## src/hw/poweron_config_pkg.sv

```systemverilog
/*
 package for the power-on configuration register bank: offsets, fields,
 reset values and the carrier structs.
 assumes a 32-bit Avalon-MM slave with word addresses (index x4 = byte).
*/
package poweron_config_pkg;
	// ========================================================
	// register indices (byte address = index * 4)
	localparam logic [9:0] IDX_MC_ADDR      = 10'h000;
	localparam logic [9:0] IDX_MC_TYPE      = 10'h001;
	localparam logic [9:0] IDX_MONITOR_SIZE = 10'h006;
	localparam logic [9:0] IDX_CYCLE_COUNT  = 10'h010;
	localparam logic [9:0] IDX_PLATFORM_ID  = 10'h017;
	localparam logic [9:0] IDX_INTC_BASE    = 10'h01B;
	localparam logic [9:0] IDX_POWERON      = 10'h02A;
	localparam logic [9:0] RSV_A_LO         = 10'h180;
	localparam logic [9:0] RSV_A_HI         = 10'h185;
	localparam logic [9:0] RSV_B_LO         = 10'h188;
	localparam logic [9:0] RSV_B_HI         = 10'h197;
	// ========================================================
	// field positions
	localparam int BIT_DATA_CHK    = 1;
	localparam int BIT_RESP_CHK    = 2;
	localparam int BIT_MCE_DRIVE   = 3;
	localparam int BIT_ADDR_PAR    = 4;
	localparam int BIT_BUS_INIT_SIGNAL_DRIVE = 7;
	localparam int BIT_TRISTATE    = 8;
	localparam int BIT_SELF_TEST   = 9;
	localparam int BIT_MCE_OBS     = 10;
	localparam int BIT_BUS_INIT_SIGNAL_OBS   = 12;
	localparam int BIT_VECTOR_1M   = 14;
	localparam int POS_CLUSTER     = 16;
	localparam int BIT_HALF_RATIO  = 18;
	localparam int POS_ARB_ID      = 20;
	localparam int POS_BUS_RATIO   = 22;
	localparam int POS_MAX_RATIO   = 8;
	// ========================================================
	// reset values and write masks
	localparam logic [31:0] POWERON_WMASK = 32'h0000009E;
	localparam logic [31:0] POWERON_RESET = 32'h0000009E;
	localparam logic [31:0] MC_ADDR_RESET = 32'h00000000;
	localparam logic [31:0] MC_TYPE_RESET = 32'h00000000;
	localparam logic [31:0] MONITOR_RESET = 32'h00000040;
	localparam logic [31:0] INTC_RESET    = 32'hFEE00900;
	localparam logic [31:0] INTC_WMASK    = 32'hFFFFF900;
	localparam logic [31:0] UNMAPPED_DATA = 32'h00000000;
	localparam logic [1:0]  RESP_OK       = 2'h0;
	localparam logic [1:0]  RESP_SLVERR   = 2'h2;
	// ========================================================
	// carriers
	typedef struct packed {
		logic       tristate;
		logic       self_test;
		logic       mce_observe;
		logic       bus_init_signal_observe;
		logic       vector_1m;
		logic [1:0] cluster_id;
		logic       half_ratio;
		logic [1:0] arb_id;
		logic [4:0] bus_ratio;
		logic [4:0] max_ratio;
	} strap_type;
	typedef struct packed {
		logic data_check;
		logic resp_check;
		logic mce_drive;
		logic addr_parity;
		logic bus_init_signal_drive;
	} feature_type;
endpackage

```

## src/hw/poweron_config_msr_bank.sv

```systemverilog
/*
 power-on configuration register bank for two cores, avalon-mm slave.
 assumes straps stable while sys_rst is high and caught at its release.
*/
`timescale 1ns/1ps
`default_nettype none
module poweron_config_msr_bank #(
	parameter bit WRITABLE = 1'b1
) (
	input  wire logic                             clk,
	input  wire logic                             sys_rst,
	input  wire logic                             core_sel,
	input  wire logic [9:0]                       address,
	input  wire logic                             read,
	input  wire logic                             write,
	input  wire logic [31:0]                      writedata,
	input  wire logic [3:0]                       byteenable,
	output logic [31:0]                           readdata,
	output logic [1:0]                            response,
	output logic                                  waitrequest,
	input  wire poweron_config_pkg::strap_type    straps,
	output poweron_config_pkg::feature_type       features
);
	import poweron_config_pkg::*;

	// ========================================================
	// decode helpers
	function automatic logic is_reserved(input logic [9:0] a);
		is_reserved = (a >= RSV_A_LO && a <= RSV_A_HI) ||
			(a >= RSV_B_LO && a <= RSV_B_HI);
	endfunction

	function automatic logic [31:0] merge(input logic [31:0] old,
		input logic [31:0] wd, input logic [3:0] be,
		input logic [31:0] wm);
		logic [31:0] bm;
		bm = {{8{be[3]}}, {8{be[2]}}, {8{be[1]}}, {8{be[0]}}} & wm;
		merge = (old & ~bm) | (wd & bm);
	endfunction

	// ========================================================
	// bus handshake: one wait cycle, answer on the second edge
	logic        ack;
	logic        req;
	logic [31:0] poweron;
	logic [31:0] platform;
	logic [31:0] poweron_rd;
	logic [31:0] monitor [2];
	logic [31:0] intc [2];
	logic [63:0] cycles [2];
	strap_type   held;
	logic        caught;
	logic        was_rst;

	assign req = (read | write) & ~ack;
	assign waitrequest = (read | write) & ~ack;

	always_ff @(posedge clk) begin
		if (sys_rst)
			ack <= 1'b0;
		else
			ack <= req;
	end

	// ========================================================
	// strap capture after reset release
	always_ff @(posedge clk) begin
		was_rst <= sys_rst;
		if (sys_rst) begin
			caught <= 1'b0;
			held   <= '0;
		end else if (was_rst && !caught) begin
			caught <= 1'b1;
			held   <= straps;
		end
	end

	// ========================================================
	// shared power-on configuration: one copy for both cores
	logic wr_poweron;
	assign wr_poweron = write & ack & (address == IDX_POWERON);

	always_ff @(posedge clk) begin
		if (sys_rst)
			poweron <= POWERON_RESET;
		else if (wr_poweron && WRITABLE)
			poweron <= merge(poweron, writedata, byteenable,
				POWERON_WMASK);
	end

	assign features.data_check  = poweron[BIT_DATA_CHK];
	assign features.resp_check  = poweron[BIT_RESP_CHK];
	assign features.mce_drive   = poweron[BIT_MCE_DRIVE];
	assign features.addr_parity = poweron[BIT_ADDR_PAR];
	assign features.bus_init_signal_drive = poweron[BIT_BUS_INIT_SIGNAL_DRIVE];

	// ========================================================
	// per-core registers
	// separate copy per core
	genvar g;
	generate
		for (g = 0; g < 2; g++) begin : per_core
			logic mine;
			assign mine = write & ack & (core_sel == 1'(g));
			always_ff @(posedge clk) begin
				if (sys_rst)
					monitor[g] <= MONITOR_RESET;
				else if (mine && address == IDX_MONITOR_SIZE)
					monitor[g] <= merge(monitor[g], writedata,
						byteenable, '1);
			end
			always_ff @(posedge clk) begin
				if (sys_rst)
					intc[g] <= INTC_RESET;
				else if (mine && address == IDX_INTC_BASE)
					intc[g] <= merge(intc[g], writedata,
						byteenable, INTC_WMASK);
			end
			always_ff @(posedge clk) begin
				if (sys_rst)
					cycles[g] <= '0;
				else if (mine && address == IDX_CYCLE_COUNT)
					cycles[g] <= {32'h00000000, writedata};
				else
					cycles[g] <= cycles[g] + 64'h1;
			end
		end
	endgenerate

	// ========================================================
	// read assembly
	// reserved bits zero
	always_comb begin
		poweron_rd = 32'h00000000;
		poweron_rd[BIT_DATA_CHK]    = poweron[BIT_DATA_CHK];
		poweron_rd[BIT_RESP_CHK]    = poweron[BIT_RESP_CHK];
		poweron_rd[BIT_MCE_DRIVE]   = poweron[BIT_MCE_DRIVE];
		poweron_rd[BIT_ADDR_PAR]    = poweron[BIT_ADDR_PAR];
		poweron_rd[BIT_BUS_INIT_SIGNAL_DRIVE] = poweron[BIT_BUS_INIT_SIGNAL_DRIVE];
		poweron_rd[BIT_TRISTATE]    = held.tristate;
		poweron_rd[BIT_SELF_TEST]   = held.self_test;
		poweron_rd[BIT_MCE_OBS]     = held.mce_observe;
		poweron_rd[BIT_BUS_INIT_SIGNAL_OBS]   = held.bus_init_signal_observe;
		poweron_rd[BIT_VECTOR_1M]   = held.vector_1m;
		poweron_rd[POS_CLUSTER +: 2] = held.cluster_id;
		poweron_rd[BIT_HALF_RATIO]  = held.half_ratio;
		poweron_rd[POS_ARB_ID +: 2] = held.arb_id;
		poweron_rd[POS_BUS_RATIO +: 5] = held.bus_ratio;
		platform = 32'h00000000;
		platform[POS_MAX_RATIO +: 5] = held.max_ratio;
	end

	always_ff @(posedge clk) begin
		if (sys_rst) begin
			readdata <= UNMAPPED_DATA;
			response <= RESP_OK;
		end else if (req) begin
			response <= RESP_OK;
			readdata <= UNMAPPED_DATA;
			if (is_reserved(address))
				response <= RESP_SLVERR;
			else if (address == IDX_POWERON)
				readdata <= poweron_rd;
			else if (address == IDX_PLATFORM_ID)
				readdata <= platform;
			else if (address == IDX_MC_ADDR)
				readdata <= MC_ADDR_RESET;
			else if (address == IDX_MC_TYPE)
				readdata <= MC_TYPE_RESET;
			else if (address == IDX_MONITOR_SIZE)
				readdata <= monitor[core_sel];
			else if (address == IDX_CYCLE_COUNT)
				readdata <= cycles[core_sel][31:0];
			else if (address == IDX_INTC_BASE)
				readdata <= intc[core_sel];
			else
				response <= RESP_SLVERR;
		end
	end
endmodule
`default_nettype wire

```

## config.mk

```make
export PLATFORM = sky130hd
export DESIGN_NAME = poweron_config_msr_bank
export DESIGN_NICKNAME = d
export VERILOG_FILES = /design/src/hw/poweron_config_pkg.sv /design/src/hw/poweron_config_msr_bank.sv
export SDC_FILE = /design/constraint.sdc
export NUM_CORES = 1
export LEC_CHECK = 0
export CORE_MARGIN = 5
export CORE_UTILIZATION = 56
export CTS_CLUSTER_DIAMETER = 120
export DETAILED_ROUTE_END_ITERATION = 12
export DONT_BUFFER_PORTS = 1
export GPL_TIMING_DRIVEN = 1
export PLACE_DENSITY = 0.73
export SLEW_MARGIN = 10
export SYNTH_ARGS = -nofsm -noshare
export SYNTH_HDL_FRONTEND = slang
export SYNTH_SLANG_ARGS = --single-unit
```

## constraint.sdc

```tcl
create_clock -name clk -period 3.85 [get_ports clk]
set_input_delay 0.1925 -clock clk [delete_from_list [all_inputs] [get_ports clk]]
set_output_delay 0.1925 -clock clk [all_outputs]
set_load 0.01 [all_outputs]
```

==> metrics.md, run 1 <==
| Metric | Value |
|---|---|
| EDFF count, synth | 172 |
| Power share of the combinational group | 7.8% |
| Gate count after technology mapping | 1235 |
| Antenna violation net count after detailed routing | 0 |
| Min Clock Period, post-route | 2.88 ns |
| Layout Skew | 0.0107 ns |
| TritonCTS clock tree | yes |
| Detailed Route WL | 36000 um |
| Area grow syn2layout | 15.1% |
| Share of layout cells above drive strength 1 | 6.83% |
| Number of nets in the layout | 1401 |
| Synth area leader | edfxtp_1 |
| Critical path class | register to register |
| Aggregate global-route resource usage | 28.2% |
| Depth of the most critical reg-to-reg path | 4 |
| Cell with the most instances after synthesis | edfxtp_1 |
| Post-route DRC violation count | 0 |
| Final hold vios | 0 |
| Final count of pins violating max slew | 0 |
| Top post-synthesis cells by count | edfxtp_1, nand2_1, a21oi_1, nand2b_1, mux2i_1 |
| Worst ir drop on vdd | 371 uV |
| Sequential cell area fraction in the yosys report | 51.6% |
| Net Sw Frac | 23.7% |
| Number of cell rows | 54 |
| Slew at the pin closest to its max-slew limit | 1.22 ns |
| Clk root buf | clkbuf_16 |
| Class of the worst hold path | input port to register |
| DR pass1 iterations | 5 |
| H-Tree Depth | 1 |
| Leakage power | 4.93 nW |
| Post-DP Area | 12900 um2 |
| Initial cell density of the core | 56.8% |
| Post-Syn Area per Cell | 10.0 um2 |
| Cell depth of the worst min-delay path | 3 |
| Yosys warnings | 0 |
| Nature of the critical path startpoint | register |
| Ratio of routed vias to standard cells | 6.16 |
| Final cell area excluding filler cells | 14200 um2 |
| Width of the die | 159 um |
| Via Count | 10000 |
| Residual overflow from global routing | 0 |
| Number of sinks on the clock net | 233 |
| Setup repair after global routing missed its margin | no |
| Async S/R FF share, synth | 0% |
| Synth top area cells | edfxtp_1, dfxtp_1, nand2b_1 |
| Clock transition at the registers of the reported paths | 0.06 ns |
| Wire per inst | 22.1 um |
| Flop and latch count out of synthesis | 233 |
| Cell Int Power | 4.24 mW |
| Antenna violations before repair | 1 |
| CTS Buf Count | 26 |
| First DRT Iteration DRCs | 1063 |
| Vias in the first global route | 9459 |
| Half-perimeter wire length after placement | 23700 um |
| Run status | completed |
| Postcts setup bufs | 0 |
| Library cells used by synthesis | 56 |
| Port buffer count | 0 |
| Highest clock rate | 0.347 GHz |
| Count of boundary I/O pins | 111 |
| Total standard cell area after synthesis | 12400 um2 |
| Net Sw Power | 1.32 mW |
| Insertion delay of the later-clocked pin in the worst-skew pair | 0.54 ns |
| Post-layout power | 5.56 mW |
| Pin count of the biggest net entering global routing | 94 |
| P per Cell Area | 390 nW/um2 |
| Portion of total power attributed to the clock network | 40.6% |
| Register share of total power | 51.6% |
| CP arrival | 3.17 ns |
| Data required time of the critical path | 4.14 ns |
| Die area | 25200 um2 |
| Portion of the clock cycle consumed by the worst path in the final layout | 74.8% |
| Max-Slew Margin vs Limit | 18.5% |
| Max-Cap Viols | 0 |
| Count of endpoints failing setup in the final report | 0 |
| Fill cell total of the finished layout | 1703 |
| Worst setup EP type | register |
| Worst-path maximum fanout | 18 |
| Die span in y | 159 um |
| Area share of the largest cell type after synthesis | 41.8% |
| Max Root-Sink Buffers | 3 |
| Floorplan core area | 21800 um2 |
| Wire length of the first global-routing pass | 55200 um |
| Leading register cell type out of synthesis | edfxtp_1 |
| Weighted congestion reported at the end of routability-driven placement | 0.862 |
==> cell type report <==
type,count,area [um2],share of cell area [%]
diodes,1,2.50,0.0176
clock inverters,6,40.0,0.281
clock buffers,41,717,5.04
well taps,280,350,2.46
inverters,8,30.0,0.211
multi-input cells,976,5890,41.4
repair buffers,83,813,5.71
flip-flops and latches,233,6390,44.9
==> flip-flops by register name (all words and copies together) (netlist names), named ones only <==
name and count:
response 1, monitor 64, readdata 32, cycles 64
ack 1, intc 44, was_rst 1, caught 1
held 20
==> metal layers <==
| metal | track usage (%) | vias up | part of all wire [%] |
|---|---|---|---|
| met5 | 0 | - | 0 |
| met4 | 6.13 | 0 | 2.0 |
| met3 | 8.10 | 55 | 12 |
| met2 | 43.0 | 506 | 44 |
| met1 | 40.3 | 4825 | 42 |
| li1 | - | 4646 | - |
==> final timing paths <==
| path | startpoint | to | slack, ns |
|---|---|---|---|
| worst max-delay path | ack | monitor[1][6] | 0.97 |
| worst min-delay path | sys_rst | readdata[9] | 0.007 |
| worst max register to register | ack | monitor[1][6] | 0.97 |
| worst min register to register | held[18] | held[18] | 0.46 |
==> cells by family (layout without fill, tap and decap cells) <==
kind of cell | Yosys count | after routing | share of synthesized area, %
fa+ha+maj | 2 | 2 | 0.202
mux | 82 | 82 | 7.05
buf+inv | 89 | 138 | 2.98
simple gates | 478 | 478 | 19.8
xor+xnor | 57 | 57 | 4.04
other cells | 2 | 66 | 0.0607
flops | 233 | 233 | 51.6
compound gates | 292 | 292 | 14.2
==> layout by cell type (no fill, tap or decap), types with 4 or more instances in the layout <==
| master | instances |
|---|---|
| edfxtp_1 | 172 |
| xor2_1 | 43 |
| and3_1 | 11 |
| clkbuf_1 | 14 |
| nor2_1 | 60 |
| dlygate4sd3_1 | 58 |
| a221oi_1 | 11 |
| inv_1 | 8 |
| nor3_1 | 17 |
| o22ai_1 | 16 |
| nand2_1 | 154 |
| xnor2_1 | 14 |
| or3_1 | 10 |
| buf_4 | 22 |
| a211oi_1 | 41 |
| o311ai_0 | 7 |
| dfxtp_1 | 61 |
| mux2_2 | 11 |
| nand4_1 | 19 |
| a21boi_0 | 11 |
| nand3_1 | 54 |
| or2_2 | 4 |
| nor2b_1 | 9 |
| conb_1 | 65 |
| clkbuf_16 | 26 |
| a21oi_1 | 126 |
| o221ai_1 | 4 |
| clkinv_2 | 4 |
| o21ai_0 | 56 |
| mux2i_1 | 68 |
| nand2b_1 | 111 |
| and4_1 | 6 |
==> power groups by stage <==
| stage | sequential (mW) | combinational (mW) | clock (mW) |
|---|---|---|---|
| floorplan | 2.89 | 0.280 | 0 |
| global placement | 2.91 | 0.318 | 0 |
| detailed placement | 2.92 | 0.321 | 0 |
| CTS | 2.86 | 0.421 | 2.29 |
| global route | 2.88 | 0.465 | 2.41 |
| finish | 2.87 | 0.431 | 2.26 |
==> metrics by stage <==
| stage | setup TNS, ns | util (%) | hold WS (ns) | setup WS (ns) | instances |
|---|---|---|---|---|---|
| 4_1_cts | 0 | 65.4 | 0.00717 | 1.02 | 1627 |
| 5_1_grt | 0 | 65.4 | 0.0267 | 0.933 | 1628 |
| 2_1_floorplan | -23.24 | - | 0.220 | -0.363 | 1298 |
| 3_3_place_gp | 0 | 59.1 | 0.230 | 1.37 | 1521 |
| 3_5_place_dp | 0 | 59.1 | 0.231 | 1.31 | 1521 |
| 6_report | 0 | 65.4 | 0.00694 | 0.968 | 1628 |
==> worst max-delay path: stages, from the launching register on <==
cell and delay [ns]:
dfxtp_1 0.38, nand3_1 0.41, or3_1 0.88, a211o_1 0.40, dlygate4sd3_1 0.55
==> timing repair <==
action                    in CTS  in global routing
hold endpoints to repair     214                  0
hold buffers                  59                  0
resized for setup              0                  0
Power figures use the tool's default switching activity.
==> run 2: changes to the inputs <==
--- a/config.mk
+++ b/config.mk
@@ -11,7 +11,7 @@
 export DETAILED_ROUTE_END_ITERATION = 12
 export DONT_BUFFER_PORTS = 1
 export GPL_TIMING_DRIVEN = 1
-export PLACE_DENSITY = 0.73
+export PLACE_DENSITY = 0.7
 export SLEW_MARGIN = 10
 export SYNTH_ARGS = -nofsm -noshare
 export SYNTH_HDL_FRONTEND = slang
==> constraint.sdc (replaced) <==
create_clock -name clk -period 2.7 [get_ports clk]
set_input_delay 0.135 -clock clk [delete_from_list [all_inputs] [get_ports clk]]
set_output_delay 0.135 -clock clk [all_outputs]
set_load 0.01 [all_outputs]
==> metrics.md, run 2 (synthesized netlist as in run 1, its figures left out) <==
| Metric | Value |
|---|---|
| Leading registers by flop count | cycles x64, monitor x64, intc x44 |
| Number of cell rows | 54 (unchanged) |
| Cell depth of the worst min-delay path | 2 (-1) |
| Port buffer count | 0 (unchanged) |
| Max-Slew Margin vs Limit | 22.4% (+3.9 points) |
| Number of sinks on the clock net | 233 (unchanged) |
| Detailed Route WL | 36900 um (+2.3%) |
| Die area | 25200 um2 (unchanged) |
| Setup repair after global routing missed its margin | no |
| Pin count of the biggest net entering global routing | 92 (-2.1%) |
| Antenna violation net count after detailed routing | 0 (unchanged) |
| Number of placed cells counting well taps | 1538 (+1.1%) |
| Layout Skew | 0.0159 ns (+0.00518 ns) |
| Wire length of the first global-routing pass | 56400 um (+2.2%) |
| Final cell area excluding filler cells | 14600 um2 (+2.9%) |
| Data required time of the critical path | 2.96 ns (-1.18 ns) |
| Width of the die | 159 um (unchanged) |
| Cell type with the highest occurrence count on the critical path | nand4_1 |
| Aggregate global-route resource usage | 28.9% (+0.78 points) |
| Max Root-Sink Buffers | 3 (unchanged) |
| Final hold vios | 0 (unchanged) |
| Run status | completed |
| Worst ir drop on vdd | 420 uV (+13%) |
| Ratio of routed vias to standard cells | 6.18 (+0.34%) |
| Insertion delay of the later-clocked pin in the worst-skew pair | 0.54 ns (about the same) |
| Clk root buf | clkbuf_16 |
| Hold_sp | sys_rst |
| Postcts setup bufs | 0 (unchanged) |
| Portion of the clock cycle consumed by the worst path in the final layout | 84.9% (+10 points) |
| Critical R2R Capture | cycles[0][16] |
| Number of hold buffers added after CTS | 74 (+25%) |
| Share of layout cells above drive strength 1 | 8.70% (+1.9 points) |
| Initial cell density of the core | 56.8% (unchanged) |
| P per Cell Area | 567 nW/um2 (+45%) |
| Post-route worst setup slack | 0.408 ns (-0.561 ns) |
| TritonCTS clock tree | yes |
| Most common library cell in the layout ignoring fill and taps | edfxtp_1 |
| Depth of the most critical reg-to-reg path | 6 (+2) |
| H-Tree Depth | 1 (unchanged) |
| Floorplan core area | 21800 um2 (unchanged) |
| Area of the multi-input gates | 5890 um2 (unchanged) |
| CP arrival | 2.55 ns (-0.62 ns) |
| Minimum setup slack among reg-to-reg paths | 0.41 ns (-0.56 ns) |
| Via Count | 10300 (+2.4%) |
| Weighted congestion reported at the end of routability-driven placement | 0.861 (-0.14%) |
| Half-perimeter wire length after placement | 24200 um (+2.4%) |
| Post-DP Area | 13000 um2 (+1.1%) |
| Max-Cap Viols | 0 (unchanged) |
| Leakage power | 5.18 nW (+5.2%) |
| Clock transition at the registers of the reported paths | 0.06 ns (about the same) |
| Final count of pins violating max slew | 0 (unchanged) |
| RR Startpoint | cycles[0][7] |
| Worst-path maximum fanout | 9 (-9) |
| Area grow syn2layout | 18.4% |
| Class of the worst hold path | input port to register |
| Commonest non-fill, non-tap cells in the layout | edfxtp_1, nand2_1, a21oi_1, nand2b_1, dlygate4sd3_1 |
| Slew at the pin closest to its max-slew limit | 1.16 ns (-0.0626 ns) |
| DR pass1 iterations | 5 (unchanged) |
| Post-layout instance count excluding filler cells | 1661 (+2.0%) |
| Cell with the largest stage delay on the worst path | edfxtp_1 |
| Cts repair resizes | 0 (unchanged) |
| Number of nets in the layout | 1433 (+2.3%) |
| Residual overflow from global routing | 0 (unchanged) |
| Vias in the first global route | 9706 (+2.6%) |
| Worst slack on hold paths | 0.00776 ns (+0.000818 ns) |
| Delay of the slowest critical-path stage | 0.47 ns (-0.41 ns) |
| Fill cell total of the finished layout | 1696 (-0.41%) |
| First DRT Iteration DRCs | 1148 (+8.0%) |
| Count of boundary I/O pins | 111 (unchanged) |
| Post-placement worst setup slack | 0.440 ns (-0.872 ns) |
| Min Clock Period, post-route | 2.29 ns (-0.589 ns) |
| Critical path class | register to register |
| Count of endpoints failing setup in the final report | 0 (unchanged) |
| Highest clock rate | 0.436 GHz (+26%) |
| Post-layout power | 8.30 mW (+49%) |
| Antenna violations before repair | 1 (unchanged) |
| Post-route DRC violation count | 0 (unchanged) |
| CTS Buf Count | 26 (unchanged) |
| Worst setup EP type | register |
| Die span in y | 159 um (unchanged) |
| Area occupied by registers | 6390 um2 (unchanged) |
| Nature of the critical path startpoint | register |
| Wire per inst | 22.2 um (+0.28%) |
| Critical Path, Cell by Cell | nand4_1 > nor4_2 > buf_4 > nand4_1 > xor2_1 > o21ai_0 |
## run 2: cell types whose count changed in the layout (fill, tap and decap cells not counted), sizes merged
cell and delta:
buf +18, clkbuf +2, clkinv -1, dlygate4sd3 +14
## run 2: worst max path at each step
stage                     cells after the start    startpoint            end  slack [ns]
after floorplan                               6    address[5]  monitor[1][0]       -0.59
after global placement                        6  cycles[0][7]  cycles[0][16]        0.51
after detailed placement                      6  cycles[0][7]  cycles[0][16]        0.44
after CTS                                     6  cycles[0][7]  cycles[0][16]        0.42
after global routing                          6  cycles[0][7]  cycles[0][16]        0.34
final                                         6  cycles[0][7]  cycles[0][16]        0.41
## run 2: area by class of cell
cell class / instances / share of cell area (%)
Timing Repair Buffer: 115 / 7.60
Clock buffer: 43 / 5.73
Tap cell: 280 / 2.39
Sequential cell: 233 / 43.6
Inverter: 8 / 0.205
Multi-Input combinational cell: 976 / 40.2
Antenna cell: 1 / 0.0171
Clock inverter: 5 / 0.197
## run 2: where the power goes
part           switching (mW)  internal [mW]
combinational           0.377          0.280
clock                    1.45           2.11
sequential              0.110           3.97
## run 2: worst max-delay path: cells and delay by family (launching register included)
kind | cells | cell delay [ns]
simple gates | 3 | 1.01
buf+inv | 1 | 0.26
xor+xnor | 1 | 0.19
flops | 1 | 0.47
compound gates | 1 | 0.09
## run 2: routing by layer
layer,up-vias,wire [um],global-route usage (%)
li1,4717,-,-
met5,-,0,0
met2,496,17200,46.7
met1,5005,15600,41.5
met3,52,3430,4.81
met4,0,741,6.34
## run 2: metrics by stage
step	utilization [%]	TNS [ns]
after floorplan	-	-38.03
after global placement	59.8	0
after detailed placement	59.8	0
after CTS	67.3	0
after global routing	67.3	0
final	67.3	0
